### src/ssm_pkg.sv
// Package of constants shared by the supply supervisor mode control block.
package ssm_pkg;

   // ********************************************************************
   // Timing
   // ********************************************************************
   localparam int CLK_PERIOD_PS    = 4000;
   localparam int SETTLE_FULL_PS   = 2000000;
   localparam int SETTLE_NORMAL_PS = 150000000;
   localparam int WAKE_FAST_PS     = 2000000;
   localparam int WAKE_SLOW_PS     = 150000000;
   localparam int SETTLE_FULL_CYC  =
      (SETTLE_FULL_PS + CLK_PERIOD_PS - 1) / CLK_PERIOD_PS;
   localparam int SETTLE_NORMAL_CYC =
      (SETTLE_NORMAL_PS + CLK_PERIOD_PS - 1) / CLK_PERIOD_PS;
   localparam int WAKE_FAST_CYC    =
      (WAKE_FAST_PS + CLK_PERIOD_PS - 1) / CLK_PERIOD_PS;
   localparam int WAKE_SLOW_CYC    =
      (WAKE_SLOW_PS + CLK_PERIOD_PS - 1) / CLK_PERIOD_PS;
   localparam int TIMER_W          = 16;

   // ********************************************************************
   // Register map
   // ********************************************************************
   localparam logic [7:0] LOW_CTL_OFS  = 8'h00;
   localparam logic [7:0] HIGH_CTL_OFS = 8'h04;
   localparam logic [7:0] FLAG_OFS     = 8'h08;
   localparam logic [7:0] MASK_OFS     = 8'h0C;
   localparam logic [7:0] STATE_OFS    = 8'h10;

   // Control register fields, same layout for both sides.
   localparam int CTL_SUP_EN   = 0;
   localparam int CTL_SUP_KEEP = 1;
   localparam int CTL_SUP_FP   = 2;
   localparam int CTL_MON_EN   = 3;
   localparam int CTL_MON_FP   = 4;
   localparam int CTL_AUTO     = 5;
   localparam int CTL_RST_EN   = 6;
   localparam int CTL_W        = 7;
   localparam logic [6:0] CTL_RESET = 7'h49;

   // Flag register: event bits 0..3, delay flags 4 and 5.
   localparam int EV_SUP_LOW  = 0;
   localparam int EV_SUP_HIGH = 1;
   localparam int EV_MON_LOW  = 2;
   localparam int EV_MON_HIGH = 3;
   localparam int EV_N        = 4;
   localparam int FLG_DLY_LOW  = 4;
   localparam int FLG_DLY_HIGH = 5;
   localparam logic [3:0] MASK_RESET = 4'h0;

   // ********************************************************************
   // Power modes and unit states
   // ********************************************************************
   localparam logic [2:0] PM_ACTIVE = 3'h0;
   localparam logic [2:0] PM_LPM2   = 3'h3;

   typedef enum logic [2:0] {
      SSM_OFF    = 3'b001,
      SSM_NORMAL = 3'b010,
      SSM_FULL   = 3'b100
   } ssm_state_e;

endpackage

### src/ssm_settle_timer.sv
// Down-counting delay timer used for settling masks and wake hold-off.
module ssm_settle_timer #(
   parameter int W = 16
) (
   input  wire logic         ref_clk,
   input  wire logic         rst_n,
   input  wire logic         ce,
   input  wire logic         start,
   input  wire logic [W-1:0] load_cycles,
   output logic              busy
);
   logic [W-1:0] count_ff;

   always_ff @(posedge ref_clk) begin
      if (!rst_n) begin
         count_ff <= '0;
      end else if (ce) begin
         if (start) begin
            count_ff <= load_cycles;
         end else if (count_ff != '0) begin
            count_ff <= count_ff - W'(1);
         end
      end
   end

   assign busy = (count_ff != '0);
endmodule // ssm_settle_timer

### src/ssm_mode_control.sv
// Supply supervisor and monitor mode control with settling and wake delays.
//
// Decided for this implementation: the strobed register port and the address map.

module ssm_mode_control #(
   parameter int SETTLE_NORMAL_CYC = ssm_pkg::SETTLE_NORMAL_CYC,
   parameter int WAKE_SLOW_CYC     = ssm_pkg::WAKE_SLOW_CYC
) (
   input  wire logic        ref_clk,
   input  wire logic        rst_n,
   input  wire logic        ce,
   input  wire logic        power_up_clear,
   input  wire logic [2:0]  power_mode,
   input  wire logic [7:0]  reg_addr,
   input  wire logic [31:0] reg_wdata,
   input  wire logic        reg_wr,
   input  wire logic        reg_rd,
   output logic      [31:0] reg_rdata,
   input  wire logic [3:0]  comparator_event,
   output logic [2:0]       low_supervisor_state,
   output logic [2:0]       low_monitor_state,
   output logic [2:0]       high_supervisor_state,
   output logic [2:0]       high_monitor_state,
   output logic             por_request,
   output logic             gpio_float,
   output logic             cpu_hold,
   output logic             periph_clk_enable,
   output logic             irq
);
   localparam logic [ssm_pkg::TIMER_W-1:0] FULL_CYC =
      ssm_pkg::TIMER_W'(ssm_pkg::SETTLE_FULL_CYC);
   localparam logic [ssm_pkg::TIMER_W-1:0] NORM_CYC =
      ssm_pkg::TIMER_W'(SETTLE_NORMAL_CYC);
   localparam logic [ssm_pkg::TIMER_W-1:0] WFAST_CYC =
      ssm_pkg::TIMER_W'(ssm_pkg::WAKE_FAST_CYC);
   localparam logic [ssm_pkg::TIMER_W-1:0] WSLOW_CYC =
      ssm_pkg::TIMER_W'(WAKE_SLOW_CYC);

   logic [ssm_pkg::CTL_W-1:0] low_side_control_reg_ff;
   logic [ssm_pkg::CTL_W-1:0] high_side_control_reg_ff;
   logic [ssm_pkg::EV_N-1:0]  power_flag_reg_ff;
   logic [ssm_pkg::EV_N-1:0]  irq_mask_ff;
   logic [ssm_pkg::EV_N-1:0]  ev_meta_ff;
   logic [ssm_pkg::EV_N-1:0]  ev_sync_ff;
   logic [ssm_pkg::EV_N-1:0]  ev_valid;
   logic [31:0]               reg_rdata_ff;
   logic [2:0]                power_mode_prev_ff;
   logic                      por_request_ff;
   logic                      gpio_float_ff;
   logic                      init_ff;
   logic                      deep;
   logic                      wake;
   logic                      slow_wake;
   logic                      low_busy;
   logic                      high_busy;
   logic                      wake_busy;
   logic                      low_start;
   logic                      high_start;
   logic                      flag_clear;
   logic [2:0]                low_sup_prev_ff;
   logic [2:0]                high_sup_prev_ff;

   // ********************************************************************
   // Unit state mapping
   // ********************************************************************
   function automatic ssm_pkg::ssm_state_e sup_state(
      input logic en, input logic keep, input logic fp,
      input logic auto_ctl, input logic lpm_deep);
      ssm_pkg::ssm_state_e s;
      s = ssm_pkg::SSM_OFF;
      if (en && !lpm_deep) begin
         s = fp ? ssm_pkg::SSM_FULL : ssm_pkg::SSM_NORMAL;
      end else if (en && !auto_ctl && keep) begin
         s = fp ? ssm_pkg::SSM_FULL : ssm_pkg::SSM_NORMAL;
      end else if (en && auto_ctl && keep && fp) begin
         s = ssm_pkg::SSM_NORMAL;
      end
      return s;
   endfunction

   function automatic ssm_pkg::ssm_state_e mon_state(
      input logic en, input logic fp, input logic auto_ctl,
      input logic lpm_deep);
      ssm_pkg::ssm_state_e s;
      s = ssm_pkg::SSM_OFF;
      if (en && (!lpm_deep || !auto_ctl)) begin
         s = fp ? ssm_pkg::SSM_FULL : ssm_pkg::SSM_NORMAL;
      end else if (en && fp) begin
         s = ssm_pkg::SSM_NORMAL;
      end
      return s;
   endfunction

   assign deep = (power_mode >= ssm_pkg::PM_LPM2);
   assign wake = (power_mode_prev_ff >= ssm_pkg::PM_LPM2) && !deep;

   always_comb begin
      low_supervisor_state = sup_state(
         low_side_control_reg_ff[ssm_pkg::CTL_SUP_EN],
         low_side_control_reg_ff[ssm_pkg::CTL_SUP_KEEP],
         low_side_control_reg_ff[ssm_pkg::CTL_SUP_FP],
         low_side_control_reg_ff[ssm_pkg::CTL_AUTO], deep);
      high_supervisor_state = sup_state(
         high_side_control_reg_ff[ssm_pkg::CTL_SUP_EN],
         high_side_control_reg_ff[ssm_pkg::CTL_SUP_KEEP],
         high_side_control_reg_ff[ssm_pkg::CTL_SUP_FP],
         high_side_control_reg_ff[ssm_pkg::CTL_AUTO], deep);
      low_monitor_state = mon_state(
         low_side_control_reg_ff[ssm_pkg::CTL_MON_EN],
         low_side_control_reg_ff[ssm_pkg::CTL_MON_FP],
         low_side_control_reg_ff[ssm_pkg::CTL_AUTO], deep);
      high_monitor_state = mon_state(
         high_side_control_reg_ff[ssm_pkg::CTL_MON_EN],
         high_side_control_reg_ff[ssm_pkg::CTL_MON_FP],
         high_side_control_reg_ff[ssm_pkg::CTL_AUTO], deep);
   end

   // ********************************************************************
   // Register port
   // ********************************************************************
   always_ff @(posedge ref_clk) begin
      if (!rst_n) begin
         low_side_control_reg_ff  <= ssm_pkg::CTL_RESET;
         high_side_control_reg_ff <= ssm_pkg::CTL_RESET;
         irq_mask_ff              <= ssm_pkg::MASK_RESET;
      end else if (ce) begin
         if (reg_wr && reg_addr == ssm_pkg::LOW_CTL_OFS) begin
            low_side_control_reg_ff <= reg_wdata[ssm_pkg::CTL_W-1:0];
         end
         if (reg_wr && reg_addr == ssm_pkg::HIGH_CTL_OFS) begin
            high_side_control_reg_ff <= reg_wdata[ssm_pkg::CTL_W-1:0];
         end
         if (reg_wr && reg_addr == ssm_pkg::MASK_OFS) begin
            irq_mask_ff <= reg_wdata[ssm_pkg::EV_N-1:0];
         end
         if (power_up_clear) begin
            low_side_control_reg_ff[ssm_pkg::CTL_SUP_EN]  <= 1'b1;
            high_side_control_reg_ff[ssm_pkg::CTL_SUP_EN] <= 1'b1;
         end
      end
   end

   always_ff @(posedge ref_clk) begin
      if (!rst_n) begin
         reg_rdata_ff <= 32'h0000_0000;
      end else if (ce) begin
         reg_rdata_ff <= 32'h0000_0000;
         if (reg_rd) begin
            case (reg_addr)
               ssm_pkg::LOW_CTL_OFS:
                  reg_rdata_ff <= {25'h0, low_side_control_reg_ff};
               ssm_pkg::HIGH_CTL_OFS:
                  reg_rdata_ff <= {25'h0, high_side_control_reg_ff};
               ssm_pkg::FLAG_OFS:
                  reg_rdata_ff <= {26'h0, high_busy, low_busy,
                                   power_flag_reg_ff};
               ssm_pkg::MASK_OFS:
                  reg_rdata_ff <= {28'h0, irq_mask_ff};
               ssm_pkg::STATE_OFS:
                  reg_rdata_ff <= {20'h0, high_monitor_state,
                                   high_supervisor_state,
                                   low_monitor_state,
                                   low_supervisor_state};
               default:
                  reg_rdata_ff <= 32'h0000_0000;
            endcase
         end
      end
   end
   assign reg_rdata = reg_rdata_ff;

   // ********************************************************************
   // Settling delays
   // ********************************************************************
   // Settling restarts on a control write, on a supervisor changing its
   // state, on the release of reset and on a supervisor event.
   always_ff @(posedge ref_clk) begin
      if (!rst_n) begin
         init_ff            <= 1'b1;
         low_sup_prev_ff    <= ssm_pkg::SSM_OFF;
         high_sup_prev_ff   <= ssm_pkg::SSM_OFF;
         power_mode_prev_ff <= ssm_pkg::PM_ACTIVE;
      end else if (ce) begin
         init_ff            <= power_up_clear;
         low_sup_prev_ff    <= low_supervisor_state;
         high_sup_prev_ff   <= high_supervisor_state;
         power_mode_prev_ff <= power_mode;
      end
   end

   assign low_start  = init_ff
      || (reg_wr && reg_addr == ssm_pkg::LOW_CTL_OFS)
      || (low_supervisor_state != low_sup_prev_ff)
      || ev_valid[ssm_pkg::EV_SUP_LOW];
   assign high_start = init_ff
      || (reg_wr && reg_addr == ssm_pkg::HIGH_CTL_OFS)
      || (high_supervisor_state != high_sup_prev_ff)
      || ev_valid[ssm_pkg::EV_SUP_HIGH];

   ssm_settle_timer #(.W(ssm_pkg::TIMER_W)) u_low_settle (
      .ref_clk     (ref_clk),
      .rst_n       (rst_n),
      .ce          (ce),
      .start       (low_start),
      .load_cycles ((low_supervisor_state == ssm_pkg::SSM_NORMAL) ?
                    NORM_CYC : FULL_CYC),
      .busy        (low_busy)
   );

   ssm_settle_timer #(.W(ssm_pkg::TIMER_W)) u_high_settle (
      .ref_clk     (ref_clk),
      .rst_n       (rst_n),
      .ce          (ce),
      .start       (high_start),
      .load_cycles ((high_supervisor_state == ssm_pkg::SSM_NORMAL) ?
                    NORM_CYC : FULL_CYC),
      .busy        (high_busy)
   );

   // ********************************************************************
   // Wake hold-off
   // ********************************************************************
   assign slow_wake =
      (low_side_control_reg_ff[ssm_pkg::CTL_SUP_EN]
         && !low_side_control_reg_ff[ssm_pkg::CTL_SUP_FP])
      || (low_side_control_reg_ff[ssm_pkg::CTL_MON_EN]
         && !low_side_control_reg_ff[ssm_pkg::CTL_MON_FP]);

   ssm_settle_timer #(.W(ssm_pkg::TIMER_W)) u_wake_hold (
      .ref_clk     (ref_clk),
      .rst_n       (rst_n),
      .ce          (ce),
      .start       (wake),
      .load_cycles (slow_wake ? WSLOW_CYC : WFAST_CYC),
      .busy        (wake_busy)
   );

   // Only execution waits; the peripheral clock runs through the wake.
   assign cpu_hold          = wake_busy;
   assign periph_clk_enable = rst_n;

   // ********************************************************************
   // Events, flags and interrupt
   // ********************************************************************
   always_ff @(posedge ref_clk) begin
      if (!rst_n) begin
         ev_meta_ff <= 4'h0;
         ev_sync_ff <= 4'h0;
      end else if (ce) begin
         ev_meta_ff <= comparator_event;
         ev_sync_ff <= ev_meta_ff;
      end
   end

   assign ev_valid[ssm_pkg::EV_SUP_LOW] = ev_sync_ff[ssm_pkg::EV_SUP_LOW]
      && low_supervisor_state != ssm_pkg::SSM_OFF && !low_busy;
   assign ev_valid[ssm_pkg::EV_SUP_HIGH] = ev_sync_ff[ssm_pkg::EV_SUP_HIGH]
      && high_supervisor_state != ssm_pkg::SSM_OFF && !high_busy;
   assign ev_valid[ssm_pkg::EV_MON_LOW] = ev_sync_ff[ssm_pkg::EV_MON_LOW]
      && low_monitor_state != ssm_pkg::SSM_OFF && !low_busy;
   assign ev_valid[ssm_pkg::EV_MON_HIGH] = ev_sync_ff[ssm_pkg::EV_MON_HIGH]
      && high_monitor_state != ssm_pkg::SSM_OFF && !high_busy;

   assign flag_clear = reg_rd && reg_addr == ssm_pkg::FLAG_OFS;

   // A new event in the clearing cycle keeps its flag set.
   genvar gi;
   generate
      for (gi = 0; gi < ssm_pkg::EV_N; gi++) begin : g_flag
         always_ff @(posedge ref_clk) begin
            if (!rst_n) begin
               power_flag_reg_ff[gi] <= 1'b0;
            end else if (ce) begin
               if (ev_valid[gi]) begin
                  power_flag_reg_ff[gi] <= 1'b1;
               end else if (flag_clear) begin
                  power_flag_reg_ff[gi] <= 1'b0;
               end
            end
         end
      end
   endgenerate

   always_ff @(posedge ref_clk) begin
      if (!rst_n) begin
         por_request_ff <= 1'b0;
         gpio_float_ff  <= 1'b0;
      end else if (ce) begin
         por_request_ff <= (ev_valid[ssm_pkg::EV_SUP_LOW]
            && low_side_control_reg_ff[ssm_pkg::CTL_RST_EN])
            || (ev_valid[ssm_pkg::EV_SUP_HIGH]
            && high_side_control_reg_ff[ssm_pkg::CTL_RST_EN]);
         if (ev_valid[ssm_pkg::EV_SUP_LOW]
               || ev_valid[ssm_pkg::EV_SUP_HIGH]) begin
            gpio_float_ff <= 1'b1;
         end else if (!low_busy && !high_busy) begin
            gpio_float_ff <= 1'b0;
         end
      end
   end

   assign por_request = por_request_ff;
   assign gpio_float  = gpio_float_ff;
   assign irq         = |(power_flag_reg_ff & irq_mask_ff);

   // ********************************************************************
   // Checks
   // ********************************************************************
   property p_mask_full;
      @(posedge ref_clk) disable iff (!rst_n)
      low_busy && ce |=> !$rose(power_flag_reg_ff[ssm_pkg::EV_SUP_LOW]);
   endproperty
   a_mask_full: assert property (p_mask_full)
      else $error("low supervisor flag rose during settling mask");

   property p_event_flag;
      @(posedge ref_clk) disable iff (!rst_n)
      ce && ev_valid[ssm_pkg::EV_SUP_HIGH]
         |=> power_flag_reg_ff[ssm_pkg::EV_SUP_HIGH];
   endproperty
   a_event_flag: assert property (p_event_flag)
      else $error("supervisor event did not set its flag");

   property p_por_req;
      @(posedge ref_clk) disable iff (!rst_n)
      $rose(por_request) |-> $past(ev_valid[ssm_pkg::EV_SUP_LOW]
         || ev_valid[ssm_pkg::EV_SUP_HIGH]);
   endproperty
   a_por_req: assert property (p_por_req)
      else $error("reset request without supervisor event");

   property p_float;
      @(posedge ref_clk) disable iff (!rst_n)
      ce && ev_valid[ssm_pkg::EV_SUP_LOW] |=> gpio_float ##1 gpio_float;
   endproperty
   a_float: assert property (p_float)
      else $error("pins not floated after supervisor event");

   property p_lpm_off;
      @(posedge ref_clk) disable iff (!rst_n)
      deep && !low_side_control_reg_ff[ssm_pkg::CTL_SUP_KEEP]
         |-> low_supervisor_state == ssm_pkg::SSM_OFF;
   endproperty
   a_lpm_off: assert property (p_lpm_off)
      else $error("low supervisor on in deep mode without keep");

   property p_puc_enable;
      @(posedge ref_clk) disable iff (!rst_n)
      ce && power_up_clear |=> low_side_control_reg_ff[ssm_pkg::CTL_SUP_EN]
         && high_side_control_reg_ff[ssm_pkg::CTL_SUP_EN];
   endproperty
   a_puc_enable: assert property (p_puc_enable)
      else $error("supervisors not enabled after power-up clear");

   property p_wake_hold;
      @(posedge ref_clk) disable iff (!rst_n)
      ce && wake |=> cpu_hold [*2];
   endproperty
   a_wake_hold: assert property (p_wake_hold)
      else $error("processor not held after wake");

   property p_delay_flag;
      @(posedge ref_clk) disable iff (!rst_n)
      ce && reg_wr && reg_addr == ssm_pkg::LOW_CTL_OFS |=> low_busy;
   endproperty
   a_delay_flag: assert property (p_delay_flag)
      else $error("low delay flag not set by control write");

   property p_auto_normal;
      @(posedge ref_clk) disable iff (!rst_n)
      deep && (&high_side_control_reg_ff[2:0])
         && high_side_control_reg_ff[ssm_pkg::CTL_AUTO]
         |-> high_supervisor_state == ssm_pkg::SSM_NORMAL;
   endproperty
   a_auto_normal: assert property (p_auto_normal)
      else $error("high supervisor auto mapping wrong");

endmodule // ssm_mode_control

### config.mk
export PLATFORM = sky130hd
export DESIGN_NAME = ssm_mode_control
export DESIGN_NICKNAME = d
export VERILOG_FILES = /design/src/ssm_pkg.sv /design/src/ssm_settle_timer.sv /design/src/ssm_mode_control.sv
export SDC_FILE = /design/constraint.sdc
export NUM_CORES = 1
export LEC_CHECK = 0
export BUFFER_PORTS_ARGS = -buffer_cell sky130_fd_sc_hd__buf_4
export CAP_MARGIN = 20
export CORE_UTILIZATION = 57
export CTS_CLUSTER_SIZE = 8
export DETAILED_ROUTE_END_ITERATION = 8
export PLACE_DENSITY = 0.92
export SLEW_MARGIN = 20
export SYNTH_ARGS = -nofsm -noshare
export SYNTH_HDL_FRONTEND = slang
export SYNTH_HIERARCHICAL = 1
export SYNTH_SLANG_ARGS = --single-unit
### constraint.sdc
create_clock -name ref_clk -period 4.3 [get_ports ref_clk]
set_input_delay 0.86 -clock ref_clk [delete_from_list [all_inputs] [get_ports ref_clk]]
set_output_delay 0.86 -clock ref_clk [all_outputs]
set_load 0.02 [all_outputs]
Word level (Yosys, flattened, before mapping)
Index checks and enable logic that the tools add are counted.
{ "classes": {"addsub": 3, "magnitude_cmp": 2, "n_eq_ne": 12, "mux": 36, "bitwise_logic": 1, "n_reduce_logical": 80} }
{ "op_table": {"columns": ["op", "n"], "rows": [
  ["16-bit two-way mux", 9],
  ["12-bit case mux with 5 select lines", 1],
  ["16-bit nonzero test", 3],
  ["16-bit by 1-bit subtractor with 16-bit output (second input constant)", 3],
  ["1-bit logical AND", 34],
  ["3-bit two-way mux", 10],
  ["2-bit AND reduction", 13],
  ["2-bit nonzero test", 10],
  ["8-bit by 4-bit equality test with 1-bit output (second input constant)", 2],
  ["12-bit two-way mux", 1],
  ["3-bit by 1-bit != test with 1-bit output (second input constant)", 4],
  ["1-bit logical OR", 11],
  ["1-bit two-way mux", 11],
  ["8-bit by 3-bit equality test with 1-bit output (second input constant)", 1],
  ["8-bit by 5-bit equality test with 1-bit output (second input constant)", 1],
  ["8-bit logical NOT", 1],
  ["2-bit two-way mux", 4],
  ["1-bit logical NOT", 7],
  ["3-bit by 2-bit equality test with 1-bit output (second input constant)", 2],
  ["3-bit by 2-bit greater-or-equal comparator with 1-bit output (second input constant)", 2],
  ["3-bit != test", 2],
  ["4-bit bitwise AND", 1],
  ["4-bit OR reduction", 1]
]} }
{ "word_totals": {"register_bits": 122, "in_bits": 53} }

Logic depth before layout (Yosys ltp)
{ "logic_depth": {"depth_word": 12, "ltp_mapped": 17, "depth_no_buf": 13} }

Hierarchy
Netlist, hierarchy kept.
{ "by_module_without_submodules": {"columns": ["mod", "instances", "cells_each", "area_each_um2"], "rows": [
  ["ssm_mode_control", 1, 333, 2927.8],
  ["ssm_settle_timer (u_low_settle ...)", 2, 143, 1069.8],
  ["ssm_settle_timer (u_high_settle)", 1, 145, 1078.5]
]} }

Worst setup path after synthesis
Ideal clock, no wire load.
{ "synth_path": {"kind": "in2reg", "from": "in power_mode[0]", "to": "reg u_high_settle.count_ff[14]", "arrival_time_ns": 3.261, "setup_slack_ns": 0.921, "path_stages": 10, "cell_sequence": "a21oi_1 -> a22oi_1 -> a21boi_0 -> and3_1 -> o211ai_1 -> clkbuf_1 -> o41a_1 -> buf_6 -> a22oi_1 -> nor2b_1"} }
{ "synth_between": {"elab_chain_len": 10, "elab_cells_between_ends": 13} }
{ "synth_lines": {"columns": ["item", "line_no", "rtl"], "rows": [
  ["start: declaration", "ssm_mode_control.sv:13", "input wire logic [2:0] power_mode,"],
  ["3-bit by 2-bit greater-or-equal comparator with 1-bit output (*)", "ssm_mode_control.sv:94", "assign deep = (power_mode >= ssm_pkg::PM_LPM2);"],
  ["1-bit logical NOT (*)", "ssm_mode_control.sv:71", "if (en && !lpm_deep) begin"],
  ["1-bit logical AND (*)", "ssm_mode_control.sv:71", null],
  ["3-bit two-way mux (*)", "ssm_mode_control.sv:71", null],
  ["via high_supervisor_state[1]", "ssm_mode_control.sv:22", "output logic [2:0] high_supervisor_state,"],
  ["3-bit by 1-bit != test with 1-bit output", "ssm_mode_control.sv:258", "&& high_supervisor_state != ssm_pkg::SSM_OFF && !high_busy;"],
  ["1-bit logical AND (2 in a row)", "ssm_mode_control.sv:258", null],
  ["1-bit logical OR (*)", "ssm_mode_control.sv:198", "|| ev_valid[ssm_pkg::EV_SUP_HIGH];"],
  ["via high_start", "ssm_mode_control.sv:58", "logic high_start;"],
  ["2-bit nonzero test (no line)", null, null],
  ["2-bit AND reduction (no line)", null, null],
  ["end signal: assignment", "ssm_settle_timer.sv:19", "count_ff <= load_cycles;"],
  ["end signal: assignment", "ssm_settle_timer.sv:21", "count_ff <= count_ff - W'(1);"],
  ["end: declaration", "ssm_settle_timer.sv:12", "logic [W-1:0] count_ff;"]
]} }
Mark *: on every way through the listed nets, which the timed path passes. The rest lies on a longest branch.
A chain may end at the register's enable or synchronous reset.

Worst setup path in the final report
{ "layout_path": {"from": "reg u_high_settle.count_ff[7]", "to": "reg u_high_settle.count_ff[0]"} }
{ "layout_between": {"elab_chain_len": 6, "elab_cells_between_ends": 7} }
{ "layout_lines": {"columns": ["item", "line_no", "rtl"], "rows": [
  ["16-bit nonzero test (*)", "ssm_settle_timer.sv:26", "assign busy = (count_ff != '0);"],
  ["via high_busy", "ssm_mode_control.sv:55", "logic high_busy;"],
  ["1-bit logical NOT (*)", "ssm_mode_control.sv:258", null],
  ["1-bit logical AND (*)", "ssm_mode_control.sv:258", null],
  ["1-bit logical OR (*)", "ssm_mode_control.sv:198", null],
  ["via high_start", "ssm_mode_control.sv:58", null],
  ["2-bit nonzero test (no line)", null, null],
  ["2-bit AND reduction (no line)", null, null]
]} }
Marked as above.

==> metrics <==
CTS tree=yes; number of antenna violations at the first check in global routing=0; Overall Power=2.67 mW; cell mode on critical path=or3_1; clock slew seen by the registers of the worst setup and hold paths=roughly 0.10 ns; Final min period=3.63 ns; top-area cell type share of the netlist area=33.2%; total of hold buffers inserted after clock tree synthesis=0; nets=875; worst path bufs/invs=1; Slew Limit Headroom=a little under half; worst endpoint data arrival time=between 3 and 4 ns; slew at the pin closest to its max-slew limit=0.802 ns; max incr delay on CP=0.55 ns; global-route wire length before repair=between 20 and 25 mm; sequential fraction of the synthesis area=33.2%; final total negative setup slack=0 ns; ratio of total power to cell area=393 nW/um^2; growth of design area from synthesis to finish=10.5%; yosys warns=6; per-instance average area after synthesis=8.04 um^2; DR iter-0 viols=430; # Post-CTS Setup Buffers=0; aggregate global-route resource usage=26.2%; number of synthesized flops with an enable pin=0; area occupied by multi-input gates=about 3800 um^2; worst setup slack after placement=between 0.7 and 0.8 ns; highest-count cells in the layout ignoring fill and taps=dfxtp_1, nand2_1, buf_4; share of cells above drive strength 1=13.6%; total of cells resized after clock tree synthesis=0; total of flip-flops plus latches after synthesis=approximately 100; diode insertion count for antenna repair=0; Die X=106 um; Max Clock Skew=0.00979 ns; area of the die=11200 um^2; clock sink count=102; total area of sequential cells=2040 um^2; Tcrit/Tclk final=84.4%; Worst VDD drop=0.000478 V; height of the die=106 um; largest fanout of any net on the critical path=13; Maximum Capacitance Violations=0; Routed Antenna Nets=0; port bufs=56; number of global-route vias before repair=5170; kind of start point of the critical path=flop; Syn Std Cell Area=6150 um^2; Clock Path Buffers=2; routed length per instance=roughly 15 um; clock root buffer master=clkbuf_8; post-synthesis cell count=between 700 and 800; Synth async-reset ratio=0%; Leak=2.72 nW; worst min-delay path class=reg -> reg; maximum number of pins on one net before global-route repair=53; count of boundary I/O pins=102; Cell Chain, Critical Path=or3_1 > or3_1 > or3_1 > inv_1 > a21oi_1 > mux2_2 > o211ai_1 > o41a_1 > o21ai_0 > a221oi_2; Clock Latency Late Sink=0.38 ns; library cell contributing the largest single delay on the critical path=or3_1; Worst Hold Margin=around 0.47 ns; remaining design rule violation count=0; final setup violating endpoints=0; top area cells in the synthesized netlist=dfxtp_1, nand2_1, nor2b_1, mux2i_1, o21ai_0; unrepaired setup endpoints after global routing=false; weighted congestion reported at the end of routability-driven placement=0.865; number of distinct library cells after synthesis=62; status=finished, final reports clean; final wirelength=14.4 mm; Setup CP Type=reg -> reg; detailed-route vias per instance=5.96; Remaining Overflow, GRT=0; number of core rows=37; Yosys top cell by area=dfxtp_1; H-tree depth=3; number of buffers created by CTS=9; Worst EP required=around 4.6 ns; number of slew-limit violations in the final report=0; total vias in the final route=5719; drt pass-1 iters=5; most frequent standard cell in the layout excluding fill and tap cells=dfxtp_1; count of endpoints failing hold in the final timing report=0; fill count=roughly 840; starting density of the core=59.3%; placed wire-length estimate after detailed placement=10.0 mm; Fmax=0.275 GHz; core outline area=approximately 10000 um^2; category of cells accounting for the largest share of critical-path delay=simple AND/OR/NAND/NOR gates; nature of the critical path endpoint=flop; Top FF cell, synth=dfxtp_1; Final WS setup=approximately 0.67 ns
through the flow:
step	instances	instance area (um^2)	util (%)
after global routing	960	6790	65.5
after global placement	944	6590	63.5
after floorplan	813	6330	-
after CTS	960	6790	65.5
after detailed placement	944	6590	63.5
final	960	6790	65.5
final cells by class:
cell class,instances,area share [%]
multi-input cells,615,55.7
flip-flops and latches,102,30.1
repair buffers,67,7.40
clock buffers,13,2.63
well taps,136,2.50
inverters,24,1.33
clock inverters,3,0.387
power breakdown:
group	leakage [nW]	switching [mW]	internal [mW]
Sequential	0.833	0.0871	1.03
Combinational	1.79	0.567	0.366
Clock	0.106	0.343	0.277
Total	2.72	0.998	1.67
cells in the mapped netlist, drive strengths merged, types with 3 or more instances:
cell type	n
a21o	5
nand4	12
dfxtp	102
o41ai	10
nor2b	50
ha	3
a21oi	48
nand3	22
or4	10
mux2i	31
buf	37
and2	7
o211ai	7
nor2	44
a21boi	15
clkbuf	35
mux2	3
o31ai	10
inv	24
or2	3
o21a	3
nor3	11
nand2	87
a32oi	8
o2bb2ai	3
o32a	3
o21ai	63
a211oi	13
a22oi	13
and3	7
mux4	4
nand2b	7
o41a	3
a22o	5
nor4	16
a31oi	6
or3	14
worst paths after layout:
path	start	end	slack (ns)	depth (start not counted)
max	u_high_settle/count_ff[7]$_SDFFE_PN0P_	u_high_settle/count_ff[0]$_SDFFE_PN0P_	0.67	10
min	reg_rdata[0]$_SDFFE_PN0P_	reg_rdata[0]$_SDFFE_PN0P_	0.47	2
max reg2reg	u_high_settle/count_ff[7]$_SDFFE_PN0P_	u_high_settle/count_ff[0]$_SDFFE_PN0P_	0.67	10
min reg2reg	reg_rdata[0]$_SDFFE_PN0P_	reg_rdata[0]$_SDFFE_PN0P_	0.47	2
state kept, by name, summed over array words and instances (netlist names), 4 cells and up:
signal,flops
ev_meta_ff,4
ev_sync_ff,4
high_side_control_reg_ff,7
irq_mask_ff,4
low_side_control_reg_ff,7
power_flag_reg_ff,4
reg_rdata,12
u_high_settle/count_ff,16
u_low_settle/count_ff,16
u_wake_hold/count_ff,16
cell families after synthesis:
family	count (synthesis)	synth area share, %
AO/OA/AOI/OAI	223	25.1
XOR/XNOR	4	0.570
adder cells (fa/ha/maj)	3	0.611
buffers and inverters	96	8.25
flip-flops	102	33.2
multiplexers	38	7.06
other	2	0.122
AND/OR/NAND/NOR	296	25.0
worst min-delay path, cell delays in order (launching register included):
cell and delay, ns:
dfxtp_1 0.34, nand2_1 0.05, o21ai_0 0.06
metal layers:
| metal | share of wire (%) | vias to the layer above | global-route usage [%] |
|---|---|---|---|
| met5 | 0 | - | 0 |
| met4 | 2.1 | 0 | 10.9 |
| met3 | 6.2 | 30 | 4.95 |
| met2 | 48 | 210 | 43.0 |
| met1 | 43 | 2660 | 33.6 |
| li1 | - | 2819 | - |
No activity file was read; power rests on OpenSTA's default activity.
